File: src/txkmc_pkg.sv
/*
  Package of constants for transmit keying and mode control.
  Assumes a single 10 MHz clock and a plain register port.
*/
// Overview of operation
// - Transmit-disable switch drops amplifier keying and antenna relay, whatever talk requests exist.
// - While transmission is disabled the station runs in intercom mode.
// - Panel remote talk switch acts exactly like a remote talk command.
// - Monitor mode removes tone qualification from receiver unmuting.
// - Repeating through the transmitter always needs a valid squelch tone.
// - Outside monitor mode, unmuting and repeating both need a valid squelch tone.
// - Amplifier keying output turns the power amplifier on when high, off when low.
// - Amplifier keying never rises unless the synthesizer reports lock.
// - Synthesizer oscillator powered only while transmission is requested and not disabled, from before keying while waiting for lock.
// - Five module fault flags, numbered 0 to 4, collected as status.
// - Fault status is sent over the synthesizer load serial bus.
// - Transmit LED lit whenever the transmitter is on.
// - Monitor LED lit whenever the station is in monitor mode.
// - Serial load uses enable pulse, serial clock and serial data from system module.
// - Three address lines select the serial load target.
package txkmc_pkg;

  // ----------------------------------------------------------------
  // Timing
  // ----------------------------------------------------------------
  localparam int CLK_HZ = 10_000_000;
  localparam int DEBOUNCE_US = 10_000;
  localparam int DEBOUNCE_CYCLES = DEBOUNCE_US * (CLK_HZ / 1_000_000);
  localparam int DB_CNT_W = 17;

  // ----------------------------------------------------------------
  // Widths and serial bus
  // ----------------------------------------------------------------
  localparam int FLAG_N = 5;
  localparam int ADDR_W = 3;
  localparam logic [2:0] STATUS_ADDR = 3'h7;

  // ----------------------------------------------------------------
  // Register offsets (bytes)
  // ----------------------------------------------------------------
  localparam logic [7:0] CTRL_OFS = 8'h00;
  localparam logic [7:0] STAT_OFS = 8'h04;
  localparam logic [7:0] INT_STAT_OFS = 8'h08;
  localparam logic [7:0] INT_MASK_OFS = 8'h0c;

  // Control fields
  localparam int CTRL_SOFT_DIS = 0;
  localparam int CTRL_SOFT_MON = 1;
  localparam int CTRL_REPEAT_EN = 2;
  localparam logic [2:0] CTRL_RESET = 3'h4;

  // Status fields
  localparam int STAT_KEY = 0;
  localparam int STAT_RELAY = 1;
  localparam int STAT_LOCK = 2;
  localparam int STAT_MON = 3;
  localparam int STAT_INTERCOM = 4;
  localparam int STAT_UNMUTE = 5;
  localparam int STAT_FLAG_LSB = 8;

  // Interrupt fields
  localparam int IRQ_N = 3;
  localparam int IRQ_KEY_ON = 0;
  localparam int IRQ_LOCK_LOST = 1;
  localparam int IRQ_FAULT = 2;
  localparam logic [2:0] IRQ_MASK_RESET = 3'h0;

  // Keying state machine, Gray along idle, wait, keyed
  typedef enum logic [1:0] {
    TXKMC_IDLE = 2'b00,
    TXKMC_WAIT_LOCK = 2'b01,
    TXKMC_KEYED = 2'b11
  } txkmc_key_e;

endpackage

File: src/txkmc_ser_if.sv
/*
  Interface between keying top and fault status shifter.
  Assumes raw serial bus pins are carried unsynchronised.
*/
`timescale 1ns/10ps
interface txkmc_ser_if;
  logic sclk;
  logic sdata;
  logic enable;
  logic [2:0] addr;
  logic [4:0] flags;
  logic status_bit;
  modport top (output sclk, output sdata, output enable, output addr, output flags,
               input status_bit);
  modport ser (input sclk, input sdata, input enable, input addr, input flags,
               output status_bit);
endinterface // txkmc_ser_if

File: src/txkmc_top.sv
/*
  Transmit keying and mode control top: keying, relay, oscillator
  power, receive qualification, LEDs, fault status and registers.
  Assumes one 10 MHz clock; all pin inputs except the register port are asynchronous.
*/
`timescale 1ns/10ps
module txkmc_top #(
  parameter int DEBOUNCE_CYCLES = txkmc_pkg::DEBOUNCE_CYCLES
) (
  input wire logic clk,
  input wire logic rst,
  input wire logic ce,
  input wire logic tx_disable_switch,
  input wire logic panel_remote_talk_switch,
  input wire logic tone_squelch_bypass,
  input wire logic local_talk_n,
  input wire logic remote_talk_cmd,
  input wire logic carrier_detect,
  input wire logic tone_valid,
  input wire logic synth_lock,
  input wire logic [4:0] rf_fault_flags,
  input wire logic serial_clk,
  input wire logic serial_data,
  input wire logic serial_enable,
  input wire logic [2:0] serial_addr,
  input wire logic [7:0] reg_addr,
  input wire logic [31:0] reg_wdata,
  input wire logic reg_wr,
  input wire logic reg_rd,
  output logic [31:0] reg_rdata,
  output logic amplifier_keying,
  output logic antenna_switch_drive,
  output logic synth_osc_power,
  output logic intercom_mode,
  output logic rx_unmute,
  output logic repeat_active,
  output logic tx_led,
  output logic monitor_led,
  output logic rf_fault_status_out,
  output logic irq
);

  // ----------------------------------------------------------------
  // Input conditioning
  // ----------------------------------------------------------------
  logic [2:0] sw_clean;
  logic [4:0] pin_m_reg;
  logic [4:0] pin_s_reg;

  // Panel switches: sync plus debounce
  txkmc_debounce #(
    .WIDTH(3),
    .CYCLES(DEBOUNCE_CYCLES)
  ) u_debounce (
    .clk(clk),
    .rst(rst),
    .ce(ce),
    .raw({tone_squelch_bypass, panel_remote_talk_switch, tx_disable_switch}),
    .clean(sw_clean)
  );

  // Other pins: plain two-stage sync
  always_ff @(posedge clk) begin
    if (rst) begin
      pin_m_reg <= 5'h01;
      pin_s_reg <= 5'h01;
    end else if (ce) begin
      pin_m_reg <= {synth_lock, tone_valid, carrier_detect, remote_talk_cmd, local_talk_n};
      pin_s_reg <= pin_m_reg;
    end
  end

  wire sw_dis = sw_clean[0];
  wire sw_talk = sw_clean[1];
  wire sw_mon = sw_clean[2];
  wire local_talk = ~pin_s_reg[0];
  wire rem_cmd = pin_s_reg[1];
  wire carrier = pin_s_reg[2];
  wire tone_ok = pin_s_reg[3];
  wire lock_ok = pin_s_reg[4];

  // ----------------------------------------------------------------
  // Registers
  // ----------------------------------------------------------------
  logic [2:0] ctrl_reg;
  logic [2:0] int_stat_reg;
  logic [2:0] int_mask_reg;
  logic [31:0] rdata_reg;
  logic [31:0] status_word;
  logic [4:0] flags_s_reg;
  logic [4:0] flags_m_reg;

  // ----------------------------------------------------------------
  // Mode decode
  // ----------------------------------------------------------------
  wire tx_disabled = sw_dis | ctrl_reg[txkmc_pkg::CTRL_SOFT_DIS];
  wire monitor = sw_mon | ctrl_reg[txkmc_pkg::CTRL_SOFT_MON];
  // Monitor drops tone need on receive only
  wire unmute_next = carrier & (tone_ok | monitor);
  // Repeat always tone qualified
  wire repeat_next = carrier & tone_ok & ctrl_reg[txkmc_pkg::CTRL_REPEAT_EN];
  // Panel switch merged with remote command
  wire remote_talk = rem_cmd | sw_talk;
  wire talk_req = local_talk | remote_talk | repeat_next;
  wire tx_req = talk_req & ~tx_disabled;

  // ----------------------------------------------------------------
  // Keying state machine
  // ----------------------------------------------------------------
  txkmc_pkg::txkmc_key_e state_reg;
  txkmc_pkg::txkmc_key_e state_next;

  // Oscillator first, key only after lock
  always_comb begin
    state_next = state_reg;
    unique case (state_reg)
      txkmc_pkg::TXKMC_IDLE: begin
        if (tx_req) begin
          state_next = txkmc_pkg::TXKMC_WAIT_LOCK;
        end
      end
      txkmc_pkg::TXKMC_WAIT_LOCK: begin
        if (!tx_req) begin
          state_next = txkmc_pkg::TXKMC_IDLE;
        end else if (lock_ok) begin
          state_next = txkmc_pkg::TXKMC_KEYED;
        end
      end
      txkmc_pkg::TXKMC_KEYED: begin
        if (!tx_req) begin
          state_next = txkmc_pkg::TXKMC_IDLE;
        end else if (!lock_ok) begin
          state_next = txkmc_pkg::TXKMC_WAIT_LOCK;
        end
      end
      default: begin
        state_next = txkmc_pkg::TXKMC_IDLE;
      end
    endcase
  end

  wire key_next = (state_next == txkmc_pkg::TXKMC_KEYED);
  wire osc_next = (state_next != txkmc_pkg::TXKMC_IDLE);

  // Registered station outputs
  always_ff @(posedge clk) begin
    if (rst) begin
      state_reg <= txkmc_pkg::TXKMC_IDLE;
      amplifier_keying <= 1'b0;
      antenna_switch_drive <= 1'b0;
      synth_osc_power <= 1'b0;
      intercom_mode <= 1'b0;
      rx_unmute <= 1'b0;
      repeat_active <= 1'b0;
      tx_led <= 1'b0;
      monitor_led <= 1'b0;
    end else if (ce) begin
      state_reg <= state_next;
      amplifier_keying <= key_next;
      antenna_switch_drive <= osc_next;
      synth_osc_power <= osc_next;
      intercom_mode <= tx_disabled;
      rx_unmute <= unmute_next;
      repeat_active <= repeat_next & key_next;
      tx_led <= key_next;
      monitor_led <= monitor;
    end
  end

  // ----------------------------------------------------------------
  // Fault status on serial bus
  // ----------------------------------------------------------------
  txkmc_ser_if ser_bus ();
  assign ser_bus.sclk = serial_clk;
  assign ser_bus.sdata = serial_data;
  assign ser_bus.enable = serial_enable;
  assign ser_bus.addr = serial_addr;
  assign ser_bus.flags = rf_fault_flags;

  txkmc_status_ser u_status_ser (
    .clk(clk),
    .rst(rst),
    .ce(ce),
    .bus(ser_bus.ser)
  );
  assign rf_fault_status_out = ser_bus.status_bit;

  // ----------------------------------------------------------------
  // Events and interrupt
  // ----------------------------------------------------------------
  logic key_d_reg;
  logic lock_d_reg;
  logic [4:0] flags_d_reg;
  wire [2:0] ev;

  // Local flag sync for fault events and status readback
  always_ff @(posedge clk) begin
    if (rst) begin
      key_d_reg <= 1'b0;
      lock_d_reg <= 1'b0;
      flags_m_reg <= 5'h00;
      flags_s_reg <= 5'h00;
      flags_d_reg <= 5'h00;
    end else if (ce) begin
      key_d_reg <= amplifier_keying;
      lock_d_reg <= lock_ok;
      flags_m_reg <= rf_fault_flags;
      flags_s_reg <= flags_m_reg;
      flags_d_reg <= flags_s_reg; // Edge history, keeps the first stage private
    end
  end

  // Event decode
  assign ev[txkmc_pkg::IRQ_KEY_ON] = amplifier_keying & ~key_d_reg;
  assign ev[txkmc_pkg::IRQ_LOCK_LOST] = lock_d_reg & ~lock_ok & osc_next;
  assign ev[txkmc_pkg::IRQ_FAULT] = |(flags_s_reg & ~flags_d_reg);

  // ----------------------------------------------------------------
  // Register port
  // ----------------------------------------------------------------
  wire wr_ctrl = reg_wr & (reg_addr == txkmc_pkg::CTRL_OFS);
  wire wr_int = reg_wr & (reg_addr == txkmc_pkg::INT_STAT_OFS);
  wire wr_mask = reg_wr & (reg_addr == txkmc_pkg::INT_MASK_OFS);
  wire [2:0] w1c = wr_int ? reg_wdata[2:0] : 3'h0;

  assign status_word = {19'h0, flags_s_reg, 2'h0, rx_unmute, intercom_mode, monitor,
                        lock_ok, antenna_switch_drive, amplifier_keying};

  // Read mux, zero for unmapped
  wire [31:0] rd_mux =
    (reg_addr == txkmc_pkg::CTRL_OFS) ? {29'h0, ctrl_reg} :
    (reg_addr == txkmc_pkg::STAT_OFS) ? status_word :
    (reg_addr == txkmc_pkg::INT_STAT_OFS) ? {29'h0, int_stat_reg} :
    (reg_addr == txkmc_pkg::INT_MASK_OFS) ? {29'h0, int_mask_reg} : 32'h0;

  // Writes, sticky status with set winning over clear
  always_ff @(posedge clk) begin
    if (rst) begin
      ctrl_reg <= txkmc_pkg::CTRL_RESET;
      int_stat_reg <= 3'h0;
      int_mask_reg <= txkmc_pkg::IRQ_MASK_RESET;
      rdata_reg <= 32'h0;
    end else if (ce) begin
      if (wr_ctrl) begin
        ctrl_reg <= reg_wdata[2:0];
      end
      if (wr_mask) begin
        int_mask_reg <= reg_wdata[2:0];
      end
      int_stat_reg <= (int_stat_reg & ~w1c) | ev;
      rdata_reg <= reg_rd ? rd_mux : 32'h0;
    end
  end

  assign reg_rdata = rdata_reg;
  assign irq = |(int_stat_reg & int_mask_reg);

endmodule // txkmc_top

File: src/txkmc_debounce.sv
/*
  Synchroniser and debouncer for panel switches, one per bit.
  Assumes asynchronous inputs and the block clock.
*/
`timescale 1ns/10ps
module txkmc_debounce #(
  parameter int WIDTH = 3,
  parameter int CYCLES = txkmc_pkg::DEBOUNCE_CYCLES
) (
  input wire logic clk,
  input wire logic rst,
  input wire logic ce,
  input wire logic [WIDTH-1:0] raw,
  output logic [WIDTH-1:0] clean
);

  localparam logic [txkmc_pkg::DB_CNT_W-1:0] LAST =
    txkmc_pkg::DB_CNT_W'(CYCLES - 1);

  // Per switch: two-stage sync, then stable-for-CYCLES filter
  for (genvar i = 0; i < WIDTH; i++) begin : g_bit
    logic meta_reg;
    logic sync_reg;
    logic clean_reg;
    logic [txkmc_pkg::DB_CNT_W-1:0] cnt_reg;
    wire differs = sync_reg ^ clean_reg;

    always_ff @(posedge clk) begin
      if (rst) begin
        meta_reg <= 1'b0;
        sync_reg <= 1'b0;
      end else if (ce) begin
        meta_reg <= raw[i];
        sync_reg <= meta_reg;
      end
    end

    // Accept new level only after it holds steady
    always_ff @(posedge clk) begin
      if (rst) begin
        cnt_reg <= '0;
        clean_reg <= 1'b0;
      end else if (ce) begin
        if (!differs) begin
          cnt_reg <= '0;
        end else if (cnt_reg == LAST) begin
          cnt_reg <= '0;
          clean_reg <= sync_reg;
        end else begin
          cnt_reg <= cnt_reg + 1'b1;
        end
      end
    end
    assign clean[i] = clean_reg;
  end

endmodule // txkmc_debounce

File: src/txkmc_status_ser.sv
/*
  Fault status shifter on the synthesizer load serial bus.
  Assumes system module drives clock, enable and address pins.
*/
`timescale 1ns/10ps
module txkmc_status_ser (
  input wire logic clk,
  input wire logic rst,
  input wire logic ce,
  txkmc_ser_if.ser bus
);

  logic [1:0] sclk_s_reg;
  logic [1:0] en_s_reg;
  logic sclk_d_reg;
  logic en_d_reg;
  logic [2:0] a_m_reg;
  logic [2:0] a_s_reg;
  logic [4:0] f_m_reg;
  logic [4:0] f_s_reg;
  logic [4:0] sh_reg;

  // Two-stage sync of serial clock, enable, address and flags; serial data pin unused
  always_ff @(posedge clk) begin
    if (rst) begin
      sclk_s_reg <= 2'h0;
      en_s_reg <= 2'h0;
      a_m_reg <= 3'h0;
      a_s_reg <= 3'h0;
      f_m_reg <= 5'h00;
      f_s_reg <= 5'h00;
      sclk_d_reg <= 1'b0;
      en_d_reg <= 1'b0;
    end else if (ce) begin
      sclk_s_reg <= {sclk_s_reg[0], bus.sclk};
      en_s_reg <= {en_s_reg[0], bus.enable};
      a_m_reg <= bus.addr;
      a_s_reg <= a_m_reg;
      f_m_reg <= bus.flags;
      f_s_reg <= f_m_reg;
      sclk_d_reg <= sclk_s_reg[1];
      en_d_reg <= en_s_reg[1];
    end
  end

  // Edge decode on synchronised levels
  wire en_rise = en_s_reg[1] & ~en_d_reg;
  wire sel = (a_s_reg == txkmc_pkg::STATUS_ADDR);
  wire sclk_rise = sclk_s_reg[1] & ~sclk_d_reg;

  // Load flags on addressed enable, shift out on serial clock
  always_ff @(posedge clk) begin
    if (rst) begin
      sh_reg <= 5'h00;
    end else if (ce) begin
      if (en_rise && sel) begin
        sh_reg <= f_s_reg;
      end else if (sclk_rise) begin
        sh_reg <= {sh_reg[3:0], 1'b0};
      end
    end
  end

  assign bus.status_bit = sh_reg[4];

endmodule // txkmc_status_ser

File: config.mk
export PLATFORM = sky130hd
export DESIGN_NAME = txkmc_top
export DESIGN_NICKNAME = d
export VERILOG_FILES = /design/src/txkmc_pkg.sv /design/src/txkmc_ser_if.sv /design/src/txkmc_top.sv /design/src/txkmc_debounce.sv /design/src/txkmc_status_ser.sv
export SDC_FILE = /design/constraint.sdc
export NUM_CORES = 1
export LEC_CHECK = 0
export BUFFER_PORTS_ARGS = -buffer_cell sky130_fd_sc_hd__buf_2
export CORE_MARGIN = 1.5
export CORE_UTILIZATION = 39
export CTS_CLUSTER_DIAMETER = 40
export DETAILED_ROUTE_END_ITERATION = 7
export PLACE_DENSITY = 0.58
export SLEW_MARGIN = 20
export SYNTH_ARGS = -nofsm -noshare
export SYNTH_HDL_FRONTEND = slang
export SYNTH_HIERARCHICAL = 1
export SYNTH_SLANG_ARGS = --single-unit
File: constraint.sdc
create_clock -name clk -period 3.3 [get_ports clk]
set_clock_uncertainty 0.1 [all_clocks]
set_input_delay 0.495 -clock clk [delete_from_list [all_inputs] [get_ports clk]]
set_output_delay 0.495 -clock clk [all_outputs]
set_load 0.01 [all_outputs]
==> run_results.csv, run 1 <==
group,metric,value,unit
outcome,outcome,"completed",
power,powerDensity,505,nW/um^2
route,num_vias,5161,
cts,path_clk_slew,0.05,ns
power,p_switching,814,uW
critical_path,ff2ff_setup_slack,0.82,ns
yosys,yosys.cell_types.count,63,
cts,clock_latency,0.41,ns
yosys,async_flop_share,0,%
sta,final-max-slew-violation-count,0,
yosys,netlist_instances,731,
cts,cts_resized,0,
critical_path,startpoint_type,"flip-flop",
yosys,ys_seq_area_share,44.0,%
sta,worst_hold_slack,0.192,ns
power,report.power.total,3690,uW
power,switching_share,22.1,%
layout,seqCellArea,2840,um^2
layout,nets,837,
route,drtIter0Drc,315,
layout,antennaDiodeCount,0,
min_path,hp-start,"local_talk_n",
critical_path,required,3.47,ns
layout,final_core_util,45.5,%
cts,numCtsBuffers,17,
global_route,grt_max_degree,43,
critical_path,r2r-end,"u_debounce/g_bit[0].cnt_reg[16]",
sta,layout_min_cycle_time,2.48,ns
power,p_int,2870,uW
power,leakage,0.00286,uW
critical_path,cp_max_fo,12,
route,wl,13.2,mm
yosys,synth_area,6460,um^2
yosys,synth_edf_count,0,
placement,portBuffers,54,
global_route,grt_pass1_wl,22.9,mm
critical_path,crit_buf_inv,0,
route,drc,0,
min_path,min_path_type,"in -> reg",
yosys,yosys_warnings,6,
layout,largest_reg_flops,51,
die,io_pins,106,
layout,final_cell_count_no_fill,997,
cts,tritoncts,"built",
layout,area.growth.synth_to_final,13.1,%
route,wl_per_cell,13.2,um
cts,htree_levels,4,
critical_path,max_stage_delay,0.62,ns
job,drv_cap,0,
global_route,grt_pass1_vias,4892,
placement,gp_congestion,0.831,
global_route,grt_usage,15.8,%
min_path,hold_end,"pin_m_reg[0]",
cts,clock_path_buffers,2,
sta,finalCritPeriodShare,75.2,%
global_route,gr-total-overflow,0,
power,power_frac_clock,46.7,%
layout,layout_common_cells,"dfxtp_1 (142), nor2_1 (113), mux2i_1 (66)",
cts,cts_sinks,142,
critical_path,cp.arrival,2.65,ns
layout,fillCellCount,1576,
die,start_util,40.2,%
power,pwr-share-comb,5.2,%
critical_path,path_class,"reg -> reg",
die,rows,46,
critical_path,r2r_cells,6,
placement,dp.cells,967,
sta,hold_viol,0,
cts,cts_root_buffer,"clkbuf_16",
sta,rsz0062_at_grt,"no",
yosys,yosys_most_used_dff,"dfxtp_1",
sta,slew_headroom,38.1,%
sta,setup_tns,0,ns
critical_path,worstSetupEndpointType,"flip-flop",
critical_path,timing.rr.start,"u_debounce/g_bit[0].cnt_reg[0]",
layout,multi_input_area,3260,um^2
die,dieArea,17300,um^2
critical_path,crit_chain,"ha_1 -> nand3_1 -> nor4_1 -> a211oi_1 -> nor2_1 -> nor2_1",
layout,drive_above_1_share,12.8,%
critical_path,timing.critical_path.mode_cell,"nor2_1",
route,vias_per_cell,5.18,
placement,dp_hpwl,9.06,mm
power,seq_power_share,48.1,%
cts,cts_hold_buf,0,
die,fp.dieH,132,um
route,ant_nets,0,
sta,worstMarginPinSlew,0.923,ns
yosys,synth_seq_cells,142,
critical_path,cp_slowest_cell,"nor2_1",
layout,final_common_cell,"dfxtp_1",
die,core,16100,um^2
sta,finalSetupViolations,0,
yosys,avgSynthCellArea,8.84,um^2
route,dr.pass1.iters,5,
min_path,min_path_cells,2,
cts,cts_setup_buffers,0,
sta,max_freq,403,MHz
die,die_width,132,um
global_route,antenna_found_initial,0,
critical_path,cpLargestDelayFamily,"simple AND/OR/NAND/NOR gates",
power,peakVddDrop,0.343,mV
==> synthesized netlist by cell type, types with 11 or more instances <==
cell type / n / area [um^2]
nand3_1: 32 / 160
xor2_1: 12 / 105
inv_1: 16 / 60.1
a21oi_1: 37 / 185
clkbuf_1: 19 / 71.3
nand2_1: 49 / 184
dfxtp_1: 142 / 2840
buf_4: 28 / 210
mux2i_1: 66 / 661
o21ai_0: 26 / 130
nor4_1: 14 / 87.6
nor2_1: 113 / 424
nand4_1: 17 / 106
nor3_1: 11 / 55.1
==> through the flow <==
| stage | setup WS [ns] | area (um^2) |
|---|---|---|
| after floorplan | 1.17 | 6530 |
| after global placement | 0.866 | 6770 |
| after detailed placement | 0.825 | 6770 |
| after CTS | 0.805 | 7310 |
| after global routing | 0.514 | 7310 |
| final | 0.820 | 7310 |
==> worst max-delay path by stage <==
stage                                        start  cells past startpoint  slack [ns]                              end
detailed placement  u_debounce/g_bit[0].cnt_reg[0]                      6        0.82   u_debounce/g_bit[0].cnt_reg[9]
floorplan                              reg_addr[7]                      4        1.17                      ctrl_reg[2]
global placement    u_debounce/g_bit[0].cnt_reg[0]                      6        0.87  u_debounce/g_bit[0].cnt_reg[10]
CTS                 u_debounce/g_bit[0].cnt_reg[0]                      6        0.80   u_debounce/g_bit[0].cnt_reg[9]
finish              u_debounce/g_bit[0].cnt_reg[0]                      6        0.82  u_debounce/g_bit[0].cnt_reg[16]
global route        u_debounce/g_bit[0].cnt_reg[0]                      6        0.51   u_debounce/g_bit[0].cnt_reg[9]
==> power groups by stage <==
stage	sequential (uW)	clock [uW]	combinational, uW
after detailed placement	1810	0	194
final	1770	1720	192
after floorplan	1800	0	159
after global placement	1810	0	189
after global routing	1780	1850	216
after CTS	1770	1770	194
==> logic make-up after synthesis <==
family,count (synthesis),synth area share [%]
buf+inv,78,6.68
simple gates,310,24.7
compound gates,109,10.7
fa+ha+maj,3,0.581
xor+xnor,22,2.98
other cells,1,0.0581
mux,66,10.2
flops,142,44.0
==> layout make-up <==
type / count / share of cell area, %
Clock inverter: 5 / 0.445
Inverter: 16 / 0.822
Clock buffer: 25 / 6.92
Tap cell: 216 / 3.70
Timing Repair Buffer: 62 / 4.59
Sequential cell: 142 / 38.9
Multi-Input combinational cell: 531 / 44.6
==> layer usage <==
metal  share of wire [%]  vias up  routed length (um)  track usage (%)
li1                    -     2616                   -                -
met4                 1.4        0                 182             6.42
met1                  48     2434                6380             20.1
met3                 3.5       18                 467             3.78
met5                   0        -                   0                0
met2                  47       93                6140             25.8
(Power assumes the default switching activity.)
==> inputs of run 2 (changes only) <==
Settings changed: ABC_AREA set to 1, PLACE_DENSITY 0.58 to 0.57.
Clock period 3.3 ns to 2.4 ns, I/O delays scaled along.
==> run_results.csv, run 2 <==
group,metric,value,unit
sta,slew_headroom,50.7,%
placement,gp_congestion,0.818,
die,dieArea,18400,um^2
cts,clock_latency,0.42,ns
layout,final_area,7810,um^2
critical_path,cp_max_fo,10,
yosys,synth_area,6880,um^2
power,leakage,0.00313,uW
yosys,yosys.cell_types.count,40,
layout,fillCellCount,1774,
layout,multi_input_area,3410,um^2
layout,final_core_util,45.3,%
sta,finalSetupViolations,0,
cts,cts_resized,0,
yosys,yosys_warnings,6,
job,drv_cap,0,
route,num_vias,6058,
cts,numCtsBuffers,17,
layout,final_common_cell,"nand2_1",
route,drc,0,
die,die_width,136,um
layout,drive_above_1_share,14.5,%
cts,cts_setup_buffers,0,
yosys,synth_common_cells,"nand2_1 (224), nor2_1 (164), dfxtp_1 (142), a21oi_1 (78), o21ai_0 (78)",
placement,portBuffers,54,
die,rows,48,
global_route,grt_pass1_vias,5453,
global_route,gr-total-overflow,0,
layout,antennaDiodeCount,0,
yosys,netlist_instances,990,
yosys,ys_seq_area_share,41.3,%
power,peakVddDrop,0.569,mV
sta,max_freq,588,MHz
outcome,outcome,"completed",
route,wl,15.3,mm
min_path,min_path_type,"in -> reg",
global_route,grt_pass1_wl,25.8,mm
sta,rsz0062_at_grt,"no",
sta,setup_tns,0,ns
die,start_util,39.9,%
critical_path,timing.rr.start,"u_debounce/g_bit[0].cnt_reg[1]",
route,wl_per_cell,12.1,um
cts,cts_sinks,142,
yosys,synth_top_cell_by_area,"dfxtp_1",
sta,hold_viol,0,
yosys,avgSynthCellArea,6.95,um^2
power,powerDensity,696,nW/um^2
route,dr.pass1.iters,5,
placement,dpl_cell_area,7220,um^2
min_path,hp-start,"tone_valid",
route,drtIter0Drc,382,
critical_path,startpoint_type,"flip-flop",
layout,nets,1099,
yosys,synth.most_common_cell,"nand2_1",
cts,cts_root_buffer,"clkbuf_16",
sta,layout_min_cycle_time,1.70,ns
sta,final-max-slew-violation-count,0,
layout,largest_reg_flops,51,
yosys,synth_area_leaders,"dfxtp_1 (41%), nand2_1 (12%), nor2_1 (9.0%)",
route,vias_per_cell,4.77,
sta,worstMarginPinSlew,0.739,ns
yosys,async_flop_share,0,%
placement,preCtsSetupSlack,0.578,ns
layout,area.growth.synth_to_final,13.5,%
global_route,grt_usage,17.6,%
cts,cts_hold_buf,0,
global_route,antenna_found_initial,0,
critical_path,cp-startpoint,"u_debounce/g_bit[0].cnt_reg[1]",
critical_path,path_class,"reg -> reg",
die,core,17200,um^2
cts,tritoncts,"built",
critical_path,ff2ff_setup_slack,0.70,ns
sta,finalCritPeriodShare,70.9,%
cts,clock_path_buffers,2,
yosys,yosys_most_used_dff,"dfxtp_1",
yosys,synth.top_cell.area_share,41.3,%
critical_path,required,2.60,ns
cts,htree_levels,4,
cts,path_clk_slew,0.06,ns
route,ant_nets,0,
placement,dp_hpwl,10.6,mm
yosys,synth_edf_count,0,
sta,worst_slack,0.698,ns
layout,seqCellArea,2840,um^2
critical_path,worstSetupEndpointType,"flip-flop",
critical_path,cp.arrival,1.90,ns
global_route,grt_max_degree,40,
die,io_pins,106,
die,fp.dieH,136,um
yosys,synth_seq_cells,142,
layout,layout_common_cells,"nand2_1 (224), nor2_1 (164), dfxtp_1 (142)",
run 2: cells by family after synthesis:
group	synth area share, %
and+or+nand+nor	31.9
AOI/OAI and AO/OA	13.7
buffers and inverters	10.2
DFF	41.3
xor gates and xnor gates	2.29
adders and majority gates	0.546
other	0.0545
run 2: metrics by stage:
stage / hold WS (ns) / total power [uW] / cells
5_1_grt: 0.0646 / 5660 / 1269
4_1_cts: 0.0451 / 5510 / 1269
3_5_place_dp: 0.353 / 2860 / 1238
6_report: 0.0662 / 5430 / 1269
3_3_place_gp: 0.344 / 2860 / 1238
2_1_floorplan: 0.329 / 2780 / 1010
run 2: worst paths after layout:
| check | end | cells past startpoint |
|---|---|---|
| max | u_debounce/g_bit[0].cnt_reg[12] | 10 |
| min | pin_m_reg[3] | 3 |
| max reg2reg | u_debounce/g_bit[0].cnt_reg[12] | 10 |
| min reg2reg | reg_rdata[5] | 2 |
run 2: per-layer routing:
metal  track usage, %  up-vias  part of all wire (%)
met2             29.5       87                    47
li1                 -     3227                     -
met3             5.13        4                   3.8
met5                0        -                     0
met1             22.2     2740                    49
met4             4.66        0                  0.51
run 2: cell type report:
class                           count  share of cell area (%)
Multi-Input combinational cell    723                    43.7
Inverter                           83                    4.04
Tap cell                          225                    3.61
Clock buffer                       20                    5.85
Timing Repair Buffer               65                    4.68
Sequential cell                   142                    36.4
Clock inverter                     11                    1.71
run 2: power by group:
part           switching (uW)  internal, uW  leakage [uW]  total [uW]
logic                     231           107       0.00169         338
registers                42.1          2430       0.00116        2470
clock network            1030          1590      0.000287        2620
total                    1300          4130       0.00313        5430
run 2: critical path, stage by stage (launching register included):
cell     delay (ns)
dfxtp_1        0.36
ha_1           0.17
nand2_1        0.09
inv_1          0.08
nand2_1        0.08
nor2_1         0.12
nand2_1        0.11
nand2_1        0.08
nand2_1        0.10
nand2_2        0.22
nor2_1         0.08
==> inputs of run 3 (changes only) <==
Clock period 2.4 ns to 1.6 ns, I/O delays scaled along.
==> run_results.csv, run 3 (synthesis results as in run 2) <==
group,metric,value,unit
outcome,outcome,"completed",
die,start_util,39.9,%
critical_path,cp.arrival,1.77,ns
critical_path,worstSetupEndpointType,"flip-flop",
min_path,min_path_type,"in -> reg",
global_route,grt_usage,18.1,%
min_path,min_path_cells,3,
layout,area.growth.synth_to_final,21.1,%
sta,final-max-slew-violation-count,0,
global_route,grt_pass1_vias,5803,
power,powerDensity,963,nW/um^2
layout,nets,1148,
global_route,grt_max_degree,40,
route,ant_nets,0,
sta,finalCritPeriodShare,95.2,%
power,peakVddDrop,0.720,mV
cts,cts_sinks,142,
critical_path,cp_slowest_cell,"dfxtp_1",
critical_path,ff2ff_setup_slack,0.08,ns
critical_path,crit_chain,"ha_1 -> nand2_2 -> inv_1 -> nand2_1 -> nor2_4 -> a21oi_4 -> buf_6 -> nand2_1 -> a21oi_2",
critical_path,required,1.85,ns
route,vias_per_cell,4.74,
route,wl_per_cell,12.0,um
min_path,hold_end,"reg_rdata[11]",
global_route,antenna_found_initial,0,
placement,gp_congestion,0.844,
cts,cts_root_buffer,"clkbuf_16",
sta,max_freq,657,MHz
die,io_pins,106,
layout,drive_above_1_share,18.6,%
sta,setup_tns,0,ns
critical_path,r2r_cells,9,
die,rows,48,
sta,layout_min_cycle_time,1.52,ns
cts,clock_latency,0.41,ns
critical_path,startpoint_type,"flip-flop",
layout,final_area,8330,um^2
cts,tritoncts,"built",
sta,hold_viol,0,
critical_path,timing.critical_path.mode_cell,"nand2_1",
die,core,17200,um^2
critical_path,timing.rr.start,"u_debounce/g_bit[2].cnt_reg[0]",
sta,rsz0062_at_grt,"yes",
layout,layout_common_cells,"nand2_1 (218), nor2_1 (156), dfxtp_1 (138)",
route,num_vias,6255,
critical_path,max_stage_delay,0.31,ns
global_route,grt_pass1_wl,27.0,mm
route,drc,0,
placement,portBuffers,54,
die,fp.dieH,136,um
min_path,hp-start,"reg_rd",
sta,finalSetupViolations,0,
layout,final_common_cell,"nand2_1",
cts,numCtsBuffers,17,
route,dr.pass1.iters,5,
placement,dp_hpwl,10.8,mm
route,wl,15.9,mm
critical_path,cp_max_fo,6,
layout,antennaDiodeCount,0,
route,drtIter0Drc,429,
power,leakage,0.00336,uW
placement,dpl_cell_area,7430,um^2
layout,largest_reg_flops,51,
critical_path,path_class,"reg -> reg",
die,dieArea,18400,um^2
job,drv_cap,0,
critical_path,r2r-end,"u_debounce/g_bit[2].cnt_reg[8]",
cts,htree_levels,4,
die,die_width,136,um
cts,clock_path_buffers,2,
global_route,gr-total-overflow,0,
cts,path_clk_slew,0.06,ns
[run 3: per-stage QoR]
step                      std cells  util [%]  hold WS, ns  power [uW]  setup WS [ns]
final                          1319      48.3       0.0381        8020         0.0771
after global routing           1319      48.3       0.0322        8370        -0.0452
after CTS                      1317      47.6       0.0240        8100        0.00843
after detailed placement       1261      43.1        0.346        4330        -0.0900
after global placement         1261      43.1        0.345        4320        -0.0898
after floorplan                1010         -        0.209        4170          0.161
[run 3: cell type report]
type / count / area, um^2
multi-input cells: 723 / 3500
repair buffers: 114 / 831
well taps: 225 / 282
clock buffers: 19 / 433
inverters: 83 / 318
fillers: 1769 / 8900
clock inverters: 13 / 118
flip-flops and latches: 142 / 2850
[run 3: worst max-delay path by stage]
| stage | cells past startpoint | endpoint | from |
|---|---|---|---|
| final | 9 | u_debounce/g_bit[2].cnt_reg[8] | u_debounce/g_bit[2].cnt_reg[0] |
| after floorplan | 10 | u_debounce/g_bit[0].cnt_reg[10] | u_debounce/g_bit[0].cnt_reg[1] |
| after global placement | 8 | u_debounce/g_bit[2].cnt_reg[13] | u_debounce/g_bit[2].cnt_reg[0] |
| after CTS | 10 | u_debounce/g_bit[0].cnt_reg[12] | u_debounce/g_bit[0].cnt_reg[0] |
| after global routing | 10 | u_debounce/g_bit[2].cnt_reg[7] | u_debounce/g_bit[2].cnt_reg[0] |
| after detailed placement | 8 | u_debounce/g_bit[2].cnt_reg[13] | u_debounce/g_bit[2].cnt_reg[0] |
[run 3: power by group]
| group | total [uW] | leakage (uW) | internal (uW) | switching, uW |
|---|---|---|---|---|
| clock network | 3720 | 0.000267 | 2140 | 1580 |
| registers | 3710 | 0.00116 | 3640 | 66.9 |
| logic | 587 | 0.00193 | 226 | 361 |
| total | 8020 | 0.00336 | 6010 | 2010 |
[run 3: per-layer routing]
layer	GRT usage, %	wire [um]
met1	23.0	7630
met2	31.0	7560
met3	4.23	550
met4	4.30	112
met5	0	0
[run 3: timing repair]
action | 4_1_cts | 5_1_grt
buffers inserted | 3 | 2
gates cloned | 0 | 0
setup endpoints to repair | 14 | 37
pin swaps | 1 | 6
gates resized for setup | 0 | 34
hold buffers | 21 | 0
endpoints found under the hold margin | 26 | 0
[run 3: worst max-delay path, delay by kind of cell, from the launching register on]
family	cells	cell delay (ns)
and+or+nand+nor	4	0.34
adders and majority gates	1	0.21
AOI/OAI and AO/OA	2	0.29
buffers and inverters	2	0.20
DFF	1	0.31
